`config.mk`:
```
export PLATFORM = sky130hd
export DESIGN_NAME = pmw_ctrl
export DESIGN_NICKNAME = d
export VERILOG_FILES = /design/src/rtl/pmw_pkg.sv /design/src/rtl/pmw_wake_detect.sv /design/src/rtl/pmw_ctrl.sv
export SDC_FILE = /design/constraint.sdc
export NUM_CORES = 1
export LEC_CHECK = 0
export ABC_AREA = 1
export BUFFER_PORTS_ARGS = -buffer_cell sky130_fd_sc_hd__buf_2
export CORE_MARGIN = 10
export CORE_UTILIZATION = 51
export CTS_CLUSTER_DIAMETER = 120
export DETAILED_ROUTE_END_ITERATION = 10
export PLACE_DENSITY = 0.76
export SLEW_MARGIN = 20
export SYNTH_ARGS = -nofsm -noshare
export SYNTH_HDL_FRONTEND = slang
export SYNTH_SLANG_ARGS = --single-unit
```
`constraint.sdc`:
```
create_clock -name sys_clk -period 1.6 [get_ports sys_clk]
set_input_delay 0.08 -clock sys_clk [delete_from_list [all_inputs] [get_ports sys_clk]]
set_output_delay 0.08 -clock sys_clk [all_outputs]
set_load 0.005 [all_outputs]
```
`src/rtl/pmw_pkg.sv`:
```
// Constants, register map and types for the power mode and wake controller
package pmw_pkg;
  localparam int          NUM_PINS    = 19;
  localparam int          ADDR_W      = 4;
  // Register word indices; byte address is four times the index
  localparam logic [3:0]  REG_CTRL    = 4'h0;
  localparam logic [3:0]  REG_STATE   = 4'h1;
  localparam logic [3:0]  REG_WAKE_EN = 4'h2;
  localparam logic [3:0]  REG_TRIG_LO = 4'h3;
  localparam logic [3:0]  REG_TRIG_HI = 4'h4;
  localparam logic [3:0]  REG_DIR     = 4'h5;
  localparam logic [3:0]  REG_PULL_UP = 4'h6;
  localparam logic [3:0]  REG_PULL_DN = 4'h7;
  localparam logic [3:0]  REG_IN_DIS  = 4'h8;
  localparam logic [3:0]  REG_OUT     = 4'h9;
  localparam logic [3:0]  REG_PIN_IN  = 4'hA;
  localparam logic [3:0]  REG_IRQ_ST  = 4'hB;
  localparam logic [3:0]  REG_IRQ_MSK = 4'hC;
  localparam logic [3:0]  REG_IRQ_SRC = 4'hD;
  // Control register fields
  localparam int          CTRL_SLEEP  = 0;
  localparam int          CTRL_OFF    = 1;
  // Interrupt status fields
  localparam int          IRQ_WOKE    = 0;
  localparam int          IRQ_RESTART = 1;
  localparam int          IRQ_ERR     = 2;
  localparam logic [31:0] UNMAPPED_RD = 32'hDEAD_BEEF;
  // Trigger encoding per pin: {hi,lo}
  localparam logic [1:0]  TRIG_LOW    = 2'h0;
  localparam logic [1:0]  TRIG_HIGH   = 2'h1;
  localparam logic [1:0]  TRIG_CHANGE = 2'h2;
  // External reset minimum low time
  localparam int          CLK_HZ      = 40_000_000;
  localparam int          RST_MIN_MS  = 100;
  localparam int          RST_CYCLES  = (CLK_HZ / 1000) * RST_MIN_MS;
  localparam int          SYSRST_LEN  = 16;
  typedef enum logic [1:0] {
    PMW_RUN   = 2'b00,
    PMW_SLEEP = 2'b01,
    PMW_OFF   = 2'b11,
    PMW_RESET = 2'b10
  } pmw_state_t;
endpackage

```
`src/rtl/pmw_wake_detect.sv`:
```
// Per-pin wake trigger detection with synchroniser and change compare
`timescale 1ns/10ps
`default_nettype none
module pmw_wake_detect (
  // Clock and reset
  input  wire logic                        sys_clk,
  input  wire logic                        resetn,
  // Pin samples and configuration
  input  wire logic [pmw_pkg::NUM_PINS-1:0] pin_raw,
  input  wire logic [pmw_pkg::NUM_PINS-1:0] wake_en,
  input  wire logic [pmw_pkg::NUM_PINS-1:0] trig_lo,
  input  wire logic [pmw_pkg::NUM_PINS-1:0] trig_hi,
  input  wire logic [pmw_pkg::NUM_PINS-1:0] in_dis,
  // Results
  output logic      [pmw_pkg::NUM_PINS-1:0] pin_sync,
  output logic      [pmw_pkg::NUM_PINS-1:0] hit
);
  logic [pmw_pkg::NUM_PINS-1:0] meta;
  logic [pmw_pkg::NUM_PINS-1:0] prev;
  logic [pmw_pkg::NUM_PINS-1:0] live;

  // Two stage sync; first stage feeds only the second
  always_ff @(posedge sys_clk) begin
    if (!resetn) begin
      meta     <= '0;
      pin_sync <= '0;
      prev     <= '0;
    end else begin
      meta     <= pin_raw;
      pin_sync <= meta;
      prev     <= pin_sync;
    end
  end

  // Disconnected input buffer reads low and cannot wake
  assign live = pin_sync & ~in_dis;

  always_comb begin
    for (int i = 0; i < pmw_pkg::NUM_PINS; i++) begin
      case ({trig_hi[i], trig_lo[i]})
        pmw_pkg::TRIG_LOW:    hit[i] = wake_en[i] & ~in_dis[i] & ~live[i];
        pmw_pkg::TRIG_HIGH:   hit[i] = wake_en[i] & live[i];
        pmw_pkg::TRIG_CHANGE: hit[i] = wake_en[i] & ~in_dis[i] & (pin_sync[i] ^ prev[i]);
        default:              hit[i] = 1'b0;
      endcase
    end
  end
endmodule
`default_nettype wire

```
`src/rtl/pmw_ctrl.sv`:
```
// Power mode and wake controller top with Avalon-MM register slave
`timescale 1ns/10ps
`default_nettype none
module pmw_ctrl #(
  parameter int RST_CYCLES = pmw_pkg::RST_CYCLES
) (
  // Clock and power-on reset
  input  wire logic                         sys_clk,
  input  wire logic                         resetn,
  // External reset pin
  input  wire logic                         external_reset_n,
  // Avalon-MM slave
  input  wire logic [pmw_pkg::ADDR_W-1:0]   avs_address,
  input  wire logic                         avs_read,
  input  wire logic                         avs_write,
  input  wire logic [31:0]                  avs_writedata,
  input  wire logic [3:0]                   avs_byteenable,
  output logic      [31:0]                  avs_readdata,
  output logic                              avs_waitrequest,
  // Peripheral interrupt sources
  input  wire logic                         uart_rx_irq,
  input  wire logic                         radio_rx_irq,
  // Wake capable pins
  input  wire logic [pmw_pkg::NUM_PINS-1:0] wake_capable_pin_in,
  output logic      [pmw_pkg::NUM_PINS-1:0] wake_capable_pin_out,
  output logic      [pmw_pkg::NUM_PINS-1:0] wake_capable_pin_oe_n,
  output logic      [pmw_pkg::NUM_PINS-1:0] pull_up_en,
  output logic      [pmw_pkg::NUM_PINS-1:0] pull_down_en,
  output logic      [pmw_pkg::NUM_PINS-1:0] input_buf_dis,
  // Power status
  output logic      [1:0]                   power_state,
  output logic                              system_reset,
  output logic                              irq
);
  localparam int NP = pmw_pkg::NUM_PINS;

  pmw_pkg::pmw_state_t state;
  logic [NP-1:0] wake_en, trig_lo, trig_hi, dir_out, pu, pd, in_dis, out_val;
  logic [NP-1:0] pin_sync, pin_hit;
  logic [1:0]    irq_src_en;
  logic [2:0]    irq_st, irq_msk;
  logic [1:0]    cmd_req;
  logic          wake_latch, any_irq;
  logic          ext_meta, ext_sync;
  logic [31:0]   ext_cnt;
  logic          ext_fire;
  logic [4:0]    rst_cnt;
  logic          ack;
  logic [31:0]   next_rdata;
  logic          wr_hit, wr_bad, next_err;
  logic [2:0]    irq_set;

  // Byte-lane merge used for the eight pin and wake configuration registers
  function automatic logic [NP-1:0] merge(input logic [NP-1:0] old, input logic [31:0] d,
                                          input logic [3:0] be);
    logic [31:0] r;
    r = {{(32-NP){1'b0}}, old};
    for (int b = 0; b < 4; b++) begin
      if (be[b]) r[8*b +: 8] = d[8*b +: 8];
    end
    return r[NP-1:0];
  endfunction

  pmw_wake_detect u_det (
    .sys_clk  (sys_clk),
    .resetn   (resetn),
    .pin_raw  (wake_capable_pin_in),
    .wake_en  (wake_en),
    .trig_lo  (trig_lo),
    .trig_hi  (trig_hi),
    .in_dis   (in_dis),
    .pin_sync (pin_sync),
    .hit      (pin_hit)
  );

  // One wait cycle per access outside system reset keeps read data registered
  always_ff @(posedge sys_clk) begin
    if (!resetn || system_reset) ack <= 1'b0;
    else ack <= (avs_read || avs_write) && !ack;
  end
  assign avs_waitrequest = (avs_read || avs_write) && !ack;
  assign wr_hit = avs_write && ack;

  // External reset pin sync and low-time counter
  always_ff @(posedge sys_clk) begin
    if (!resetn) begin
      ext_meta <= 1'b1;
      ext_sync <= 1'b1;
      ext_cnt  <= '0;
    end else begin
      ext_meta <= external_reset_n;
      ext_sync <= ext_meta;
      if (ext_sync) ext_cnt <= '0;
      else if (ext_cnt < 32'(RST_CYCLES)) ext_cnt <= ext_cnt + 32'h1;
    end
  end
  // Fires once, on reaching the full low time; short pulses are ignored
  assign ext_fire = !ext_sync && (ext_cnt == 32'(RST_CYCLES) - 32'h1);

  // Pin and wake configuration; context retained through sleep, cleared by system reset except irq_src_en, which returns to 3
  always_ff @(posedge sys_clk) begin
    if (!resetn || system_reset) begin
      wake_en <= '0; trig_lo <= '0; trig_hi <= '0; dir_out <= '0;
      pu <= '0; pd <= '0; in_dis <= '0; out_val <= '0;
      irq_msk <= '0; irq_src_en <= 2'h3;
    end else if (wr_hit) begin
      case (avs_address)
        pmw_pkg::REG_WAKE_EN: wake_en <= merge(wake_en, avs_writedata, avs_byteenable);
        pmw_pkg::REG_TRIG_LO: trig_lo <= merge(trig_lo, avs_writedata, avs_byteenable);
        pmw_pkg::REG_TRIG_HI: trig_hi <= merge(trig_hi, avs_writedata, avs_byteenable);
        pmw_pkg::REG_DIR:     dir_out <= merge(dir_out, avs_writedata, avs_byteenable);
        pmw_pkg::REG_PULL_UP: pu      <= merge(pu, avs_writedata, avs_byteenable);
        pmw_pkg::REG_PULL_DN: pd      <= merge(pd, avs_writedata, avs_byteenable);
        pmw_pkg::REG_IN_DIS:  in_dis  <= merge(in_dis, avs_writedata, avs_byteenable);
        pmw_pkg::REG_OUT:     out_val <= merge(out_val, avs_writedata, avs_byteenable);
        pmw_pkg::REG_IRQ_MSK: if (avs_byteenable[0]) irq_msk <= avs_writedata[2:0];
        pmw_pkg::REG_IRQ_SRC: if (avs_byteenable[0]) irq_src_en <= avs_writedata[1:0];
        default: ;
      endcase
    end
  end

  // Pull-up wins when software sets both, avoiding a divider on the pad
  assign pull_up_en            = pu;
  assign pull_down_en          = pd & ~pu;
  assign input_buf_dis         = in_dis;
  assign wake_capable_pin_out  = out_val;
  assign wake_capable_pin_oe_n = ~dir_out;

  // Mode request from the control register
  always_comb begin
    cmd_req = 2'h0;
    if (wr_hit && avs_address == pmw_pkg::REG_CTRL && avs_byteenable[0]) begin
      cmd_req = avs_writedata[1:0];
    end
  end

  assign any_irq = (uart_rx_irq && irq_src_en[0]) || (radio_rx_irq && irq_src_en[1]);

  // Wake latch holds until the state change completes
  always_ff @(posedge sys_clk) begin
    if (!resetn || system_reset) wake_latch <= 1'b0;
    else if (state == pmw_pkg::PMW_RUN) wake_latch <= 1'b0;
    else if ((state == pmw_pkg::PMW_SLEEP && (any_irq || |pin_hit)) ||
             (state == pmw_pkg::PMW_OFF && |pin_hit)) wake_latch <= 1'b1;
  end

  // Three power states plus a reset pulse phase
  always_ff @(posedge sys_clk) begin
    if (!resetn) begin
      state   <= pmw_pkg::PMW_RUN;
      rst_cnt <= '0;
    end else if (ext_fire) begin
      state   <= pmw_pkg::PMW_RESET;
      rst_cnt <= '0;
    end else begin
      case (state)
        pmw_pkg::PMW_RUN: begin
          if (cmd_req[pmw_pkg::CTRL_OFF]) state <= pmw_pkg::PMW_OFF;
          else if (cmd_req[pmw_pkg::CTRL_SLEEP]) state <= pmw_pkg::PMW_SLEEP;
        end
        pmw_pkg::PMW_SLEEP: begin
          if (wake_latch) state <= pmw_pkg::PMW_RUN;
        end
        pmw_pkg::PMW_OFF: begin
          if (wake_latch) begin
            state   <= pmw_pkg::PMW_RESET;
            rst_cnt <= '0;
          end
        end
        pmw_pkg::PMW_RESET: begin
          rst_cnt <= rst_cnt + 5'h1;
          if (rst_cnt == 5'(pmw_pkg::SYSRST_LEN - 1)) state <= pmw_pkg::PMW_RUN;
        end
        default: state <= pmw_pkg::PMW_RUN;
      endcase
    end
  end

  assign system_reset = (state == pmw_pkg::PMW_RESET);
  assign power_state  = state;

  // Unmapped or illegal write flags an error
  assign wr_bad   = wr_hit && (avs_address > pmw_pkg::REG_IRQ_SRC ||
                               avs_address == pmw_pkg::REG_STATE ||
                               avs_address == pmw_pkg::REG_PIN_IN);
  assign next_err = wr_bad || (cmd_req == 2'h3);

  // Status set events, one per bit
  always_comb begin
    irq_set                       = 3'h0;
    irq_set[pmw_pkg::IRQ_WOKE]    = (state == pmw_pkg::PMW_SLEEP) && wake_latch;
    irq_set[pmw_pkg::IRQ_RESTART] = (state == pmw_pkg::PMW_RESET) && (rst_cnt == 5'h0);
    irq_set[pmw_pkg::IRQ_ERR]     = next_err;
  end

  // Sticky status; set wins over write-one-to-clear; restart event survives its own reset
  always_ff @(posedge sys_clk) begin
    if (!resetn) irq_st <= '0;
    else begin
      for (int k = 0; k < 3; k++) begin
        if (irq_set[k]) irq_st[k] <= 1'b1;
        else if (wr_hit && avs_address == pmw_pkg::REG_IRQ_ST && avs_byteenable[0] &&
                 avs_writedata[k]) irq_st[k] <= 1'b0;
      end
    end
  end
  assign irq = |(irq_st & irq_msk);

  always_comb begin
    case (avs_address)
      pmw_pkg::REG_CTRL:    next_rdata = 32'h0;
      pmw_pkg::REG_STATE:   next_rdata = {30'h0, state};
      pmw_pkg::REG_WAKE_EN: next_rdata = 32'(wake_en);
      pmw_pkg::REG_TRIG_LO: next_rdata = 32'(trig_lo);
      pmw_pkg::REG_TRIG_HI: next_rdata = 32'(trig_hi);
      pmw_pkg::REG_DIR:     next_rdata = 32'(dir_out);
      pmw_pkg::REG_PULL_UP: next_rdata = 32'(pu);
      pmw_pkg::REG_PULL_DN: next_rdata = 32'(pd);
      pmw_pkg::REG_IN_DIS:  next_rdata = 32'(in_dis);
      pmw_pkg::REG_OUT:     next_rdata = 32'(out_val);
      pmw_pkg::REG_PIN_IN:  next_rdata = 32'(pin_sync & ~in_dis);
      pmw_pkg::REG_IRQ_ST:  next_rdata = {29'h0, irq_st};
      pmw_pkg::REG_IRQ_MSK: next_rdata = {29'h0, irq_msk};
      pmw_pkg::REG_IRQ_SRC: next_rdata = {30'h0, irq_src_en};
      default:              next_rdata = pmw_pkg::UNMAPPED_RD;
    endcase
  end

  always_ff @(posedge sys_clk) begin
    if (!resetn) avs_readdata <= '0;
    else if (avs_read && !ack) avs_readdata <= next_rdata;
  end
endmodule
`default_nettype wire

```
==> results by group <==
Synthesis
  • Post-Synthesis Cell Area: 12,700 µm²
  • Synth Flop Type: dfxtp_1
  • Unique masters post-synth: 37
  • Post-Syn Instances: ~1.9k
  • Seq/Total Area, Yosys: 44.2%
  • Number of enable flip-flop cells after synthesis: 0
  • #FFs+latches synth: 280
  • Syn. warnings: 0
  • Syn avg cell area: ~6.8 µm²
  • Share of synthesized registers carrying an async set or reset: 0%

STA
  • Final Max Slew Viols: 0
  • Period minus WS final: between 1.5 and 2 ns
  • Clk_skew: between 0.015 and 0.02 ns
  • Unrepaired setup endpoints after global routing: true
  • Setup violators final: 0
  • Fmax: approximately 0.65 GHz
  • Fin Setup TNS: 0 ns
  • Tcrit/Tclk final: between 90% and 100%
  • Hold Fails Final Rpt: 0
  • Fin Hold WS: 0.0235 ns

Worst setup path
  • Worst Path Max Fanout: 29
  • CP arrival: ~2.0 ns
  • CP Data Required Time: roughly 2.1 ns
  • Worst reg-to-reg setup slack: between 0.06 and 0.07 ns
  • Startpoint Class: register
  • CP endpoint kind: register
  • WS Path Type: reg2reg

Power and ir drop
  • Sw frac: a little under a quarter
  • Pint: 11,900 µW
  • Power Total: 15,400 µW
  • PD cells: between 900 and 1000 nW/µm²
  • Max VDD drop: ~670 µV
  • Leakage: roughly 0.0073 µW
  • Clk pwr share: between 40% and 50%
  • Sequential share of power: 46.5%
  • Switching Power: 3500 µW
  • Combinational share of power: roughly 6.7%

Clocking
  • Clock Latency Late Sink: about 0.55 ns
  • CTS Buf Count: 29
  • H-tree Lvls: 1
  • TritonCTS clock tree: done
  • Clk Tree Root Cell: clkbuf_16
  • CTS Sinks: between 200 and 300
  • Clk slew on worst S/H paths: 0.06 ns
  • Maximum clock path buffer count: 3

Finish
  • Biggest regs: ext_cnt: 32 flops, avs_readdata: 20 flops
  • Commonest cells after routing, fill and taps aside: nand2_1, inv_1, dfxtp_1
  • Commonest non-fill, non-tap cell in the layout: nand2_1
  • Fillers: 2,141
  • Area Overhead vs Synth: 26.5%
  • Share of cells above drive strength 1: 17.4%
  • Final Non-Filler Cells: about 2.5k
  • Largest register by flop count: ext_cnt
  • Max FFs per register: 32
  • Final core utilization: around two thirds
  • Final nets: 2,213

Floorplan
  • Vert. Die Dim: 178 µm
  • Io pins: 198
  • Row count: 57
  • Core area: about 24,000 µm²
  • Initial Utilization: 51.9%
  • Die X: 178 µm
  • Die area: around 32,000 µm²

Placement
  • Port bufs: 179
  • RD Place Congestion: 0.967
  • HPWL after DPL: around 31,000 µm
  • Placed Cells: 2,390

Detailed routing
  • DRT Pass-1 Iters: 5
  • Average wire per standard cell: about 17 µm
  • Initial DRC count: between 1k and 1.5k
  • DRC violations left: 0
  • Total routed wirelength: about 43,000 µm
  • Final ANT Viol Nets: 0
  • Vias per cell: about 5.3
  • DR vias: around 13k

Job
  • Maxcap violations: 0

Global route
  • Largest net degree at the start of global routing: between 60 and 70
  • First-pass GRT wire length: about 67,000 µm
  • Vias in the first global route: 12.4k
  • Antenna violations before repair: 2
  • Grt ovf: 0
  • GRT Overall Usage: between 20% and 30%

Run status
  • Outcome: finished clean

Hold path
  • Worst Hold Class: in2reg
==> per-stage QoR <==
step	instance area, µm²	setup WS (ns)
6_report	16000	0.0672
5_1_grt	16000	-0.00639
4_1_cts	15900	0.000864
3_5_place_dp	14500	0.00696
3_3_place_gp	14500	0.0368
2_1_floorplan	12700	0.122
==> area by class of cell <==
class	instances	area (µm²)	share of cell area, %
tap	324	405	2.53
clock buffer	40	827	5.16
sequential	280	5610	35.0
multi-input combinational	1201	5560	34.7
antenna	1	2.50	0.0156
clock inverter	12	185	1.16
inverter	312	1170	7.31
timing repair buffer	319	2260	14.1
==> critical path, cell delays in order, from the launching register on <==
cell and delay (ns):
dfxtp_2 0.35, inv_1 0.06, nand2_2 0.09, inv_2 0.08, nor2_4 0.18, buf_4 0.18, buf_8 0.19, o21ai_0 0.14
a21oi_1 0.17
==> layer usage <==
metal / vias up / track usage, % / routed length (µm)
li1: 6467 / - / -
met1: 6056 / 33.9 / 18000
met2: 619 / 42.6 / 19700
met3: 112 / 5.63 / 4090
met4: 0 / 8.72 / 1390
met5: - / 0 / 0
==> what timing repair did <==
item / CTS / global route
buffers inserted: 0 / 4
gates resized for setup: 4 / 34
pin swaps: 0 / 4
cloned: 0 / 1
hold endpoints to repair: 176 / 0
endpoints found under the setup margin: 5 / 180
hold buffers: 41 / 0
==> synth_stat cells, types with 6 or more instances <==
cell | n | share of area, %
nand2_1 | 358 | 11
inv_1 | 302 | 8.9
dfxtp_1 | 280 | 44
nor2_1 | 254 | 7.5
o21ai_0 | 199 | 7.9
a21oi_1 | 173 | 6.8
nand3_1 | 82 | 3.2
o22ai_1 | 31 | 1.5
clkbuf_1 | 30 | 0.89
buf_2 | 24 | 0.95
a211oi_1 | 19 | 1.1
buf_4 | 17 | 1.0
nand4_1 | 16 | 0.79
nor3_1 | 14 | 0.55
nor2_2 | 8 | 0.40
inv_2 | 6 | 0.18
nor2_4 | 6 | 0.53
xor2_1 | 6 | 0.41
==> power groups by stage <==
| stage | Sequential, µW | Clock (µW) | Combinational (µW) |
|---|---|---|---|
| 2_1_floorplan | 7300 | 0 | 491 |
| 3_3_place_gp | 7310 | 0 | 890 |
| 3_5_place_dp | 7310 | 0 | 903 |
| 4_1_cts | 7150 | 7240 | 988 |
| 5_1_grt | 7170 | 7500 | 1130 |
| 6_report | 7160 | 7190 | 1030 |
==> cell families after synthesis <==
group | share of synthesized area (%)
AOI/OAI and AO/OA | 17.9
xor gates and xnor gates | 0.553
adders and majority gates | 0.395
buffers and inverters | 12.4
DFF | 44.2
other | 0.0296
and+or+nand+nor | 24.6
==> worst paths after layout <==
| check | startpoint | end | cells past startpoint |
|---|---|---|---|
| setup / recovery | power_state[0]$_SDFFE_PP0P_ | wake_en[0]$_SDFFE_PP0P_ | 8 |
| hold / removal | resetn | u_det.pin_sync[18]$_SDFF_PN0_ | 4 |
| setup reg to reg | power_state[0]$_SDFFE_PP0P_ | wake_en[0]$_SDFFE_PP0P_ | 8 |
| hold reg to reg | u_det.meta[1]$_SDFF_PN0_ | u_det.pin_sync[1]$_SDFF_PN0_ | 2 |
Power figures use the tool's default switching activity.
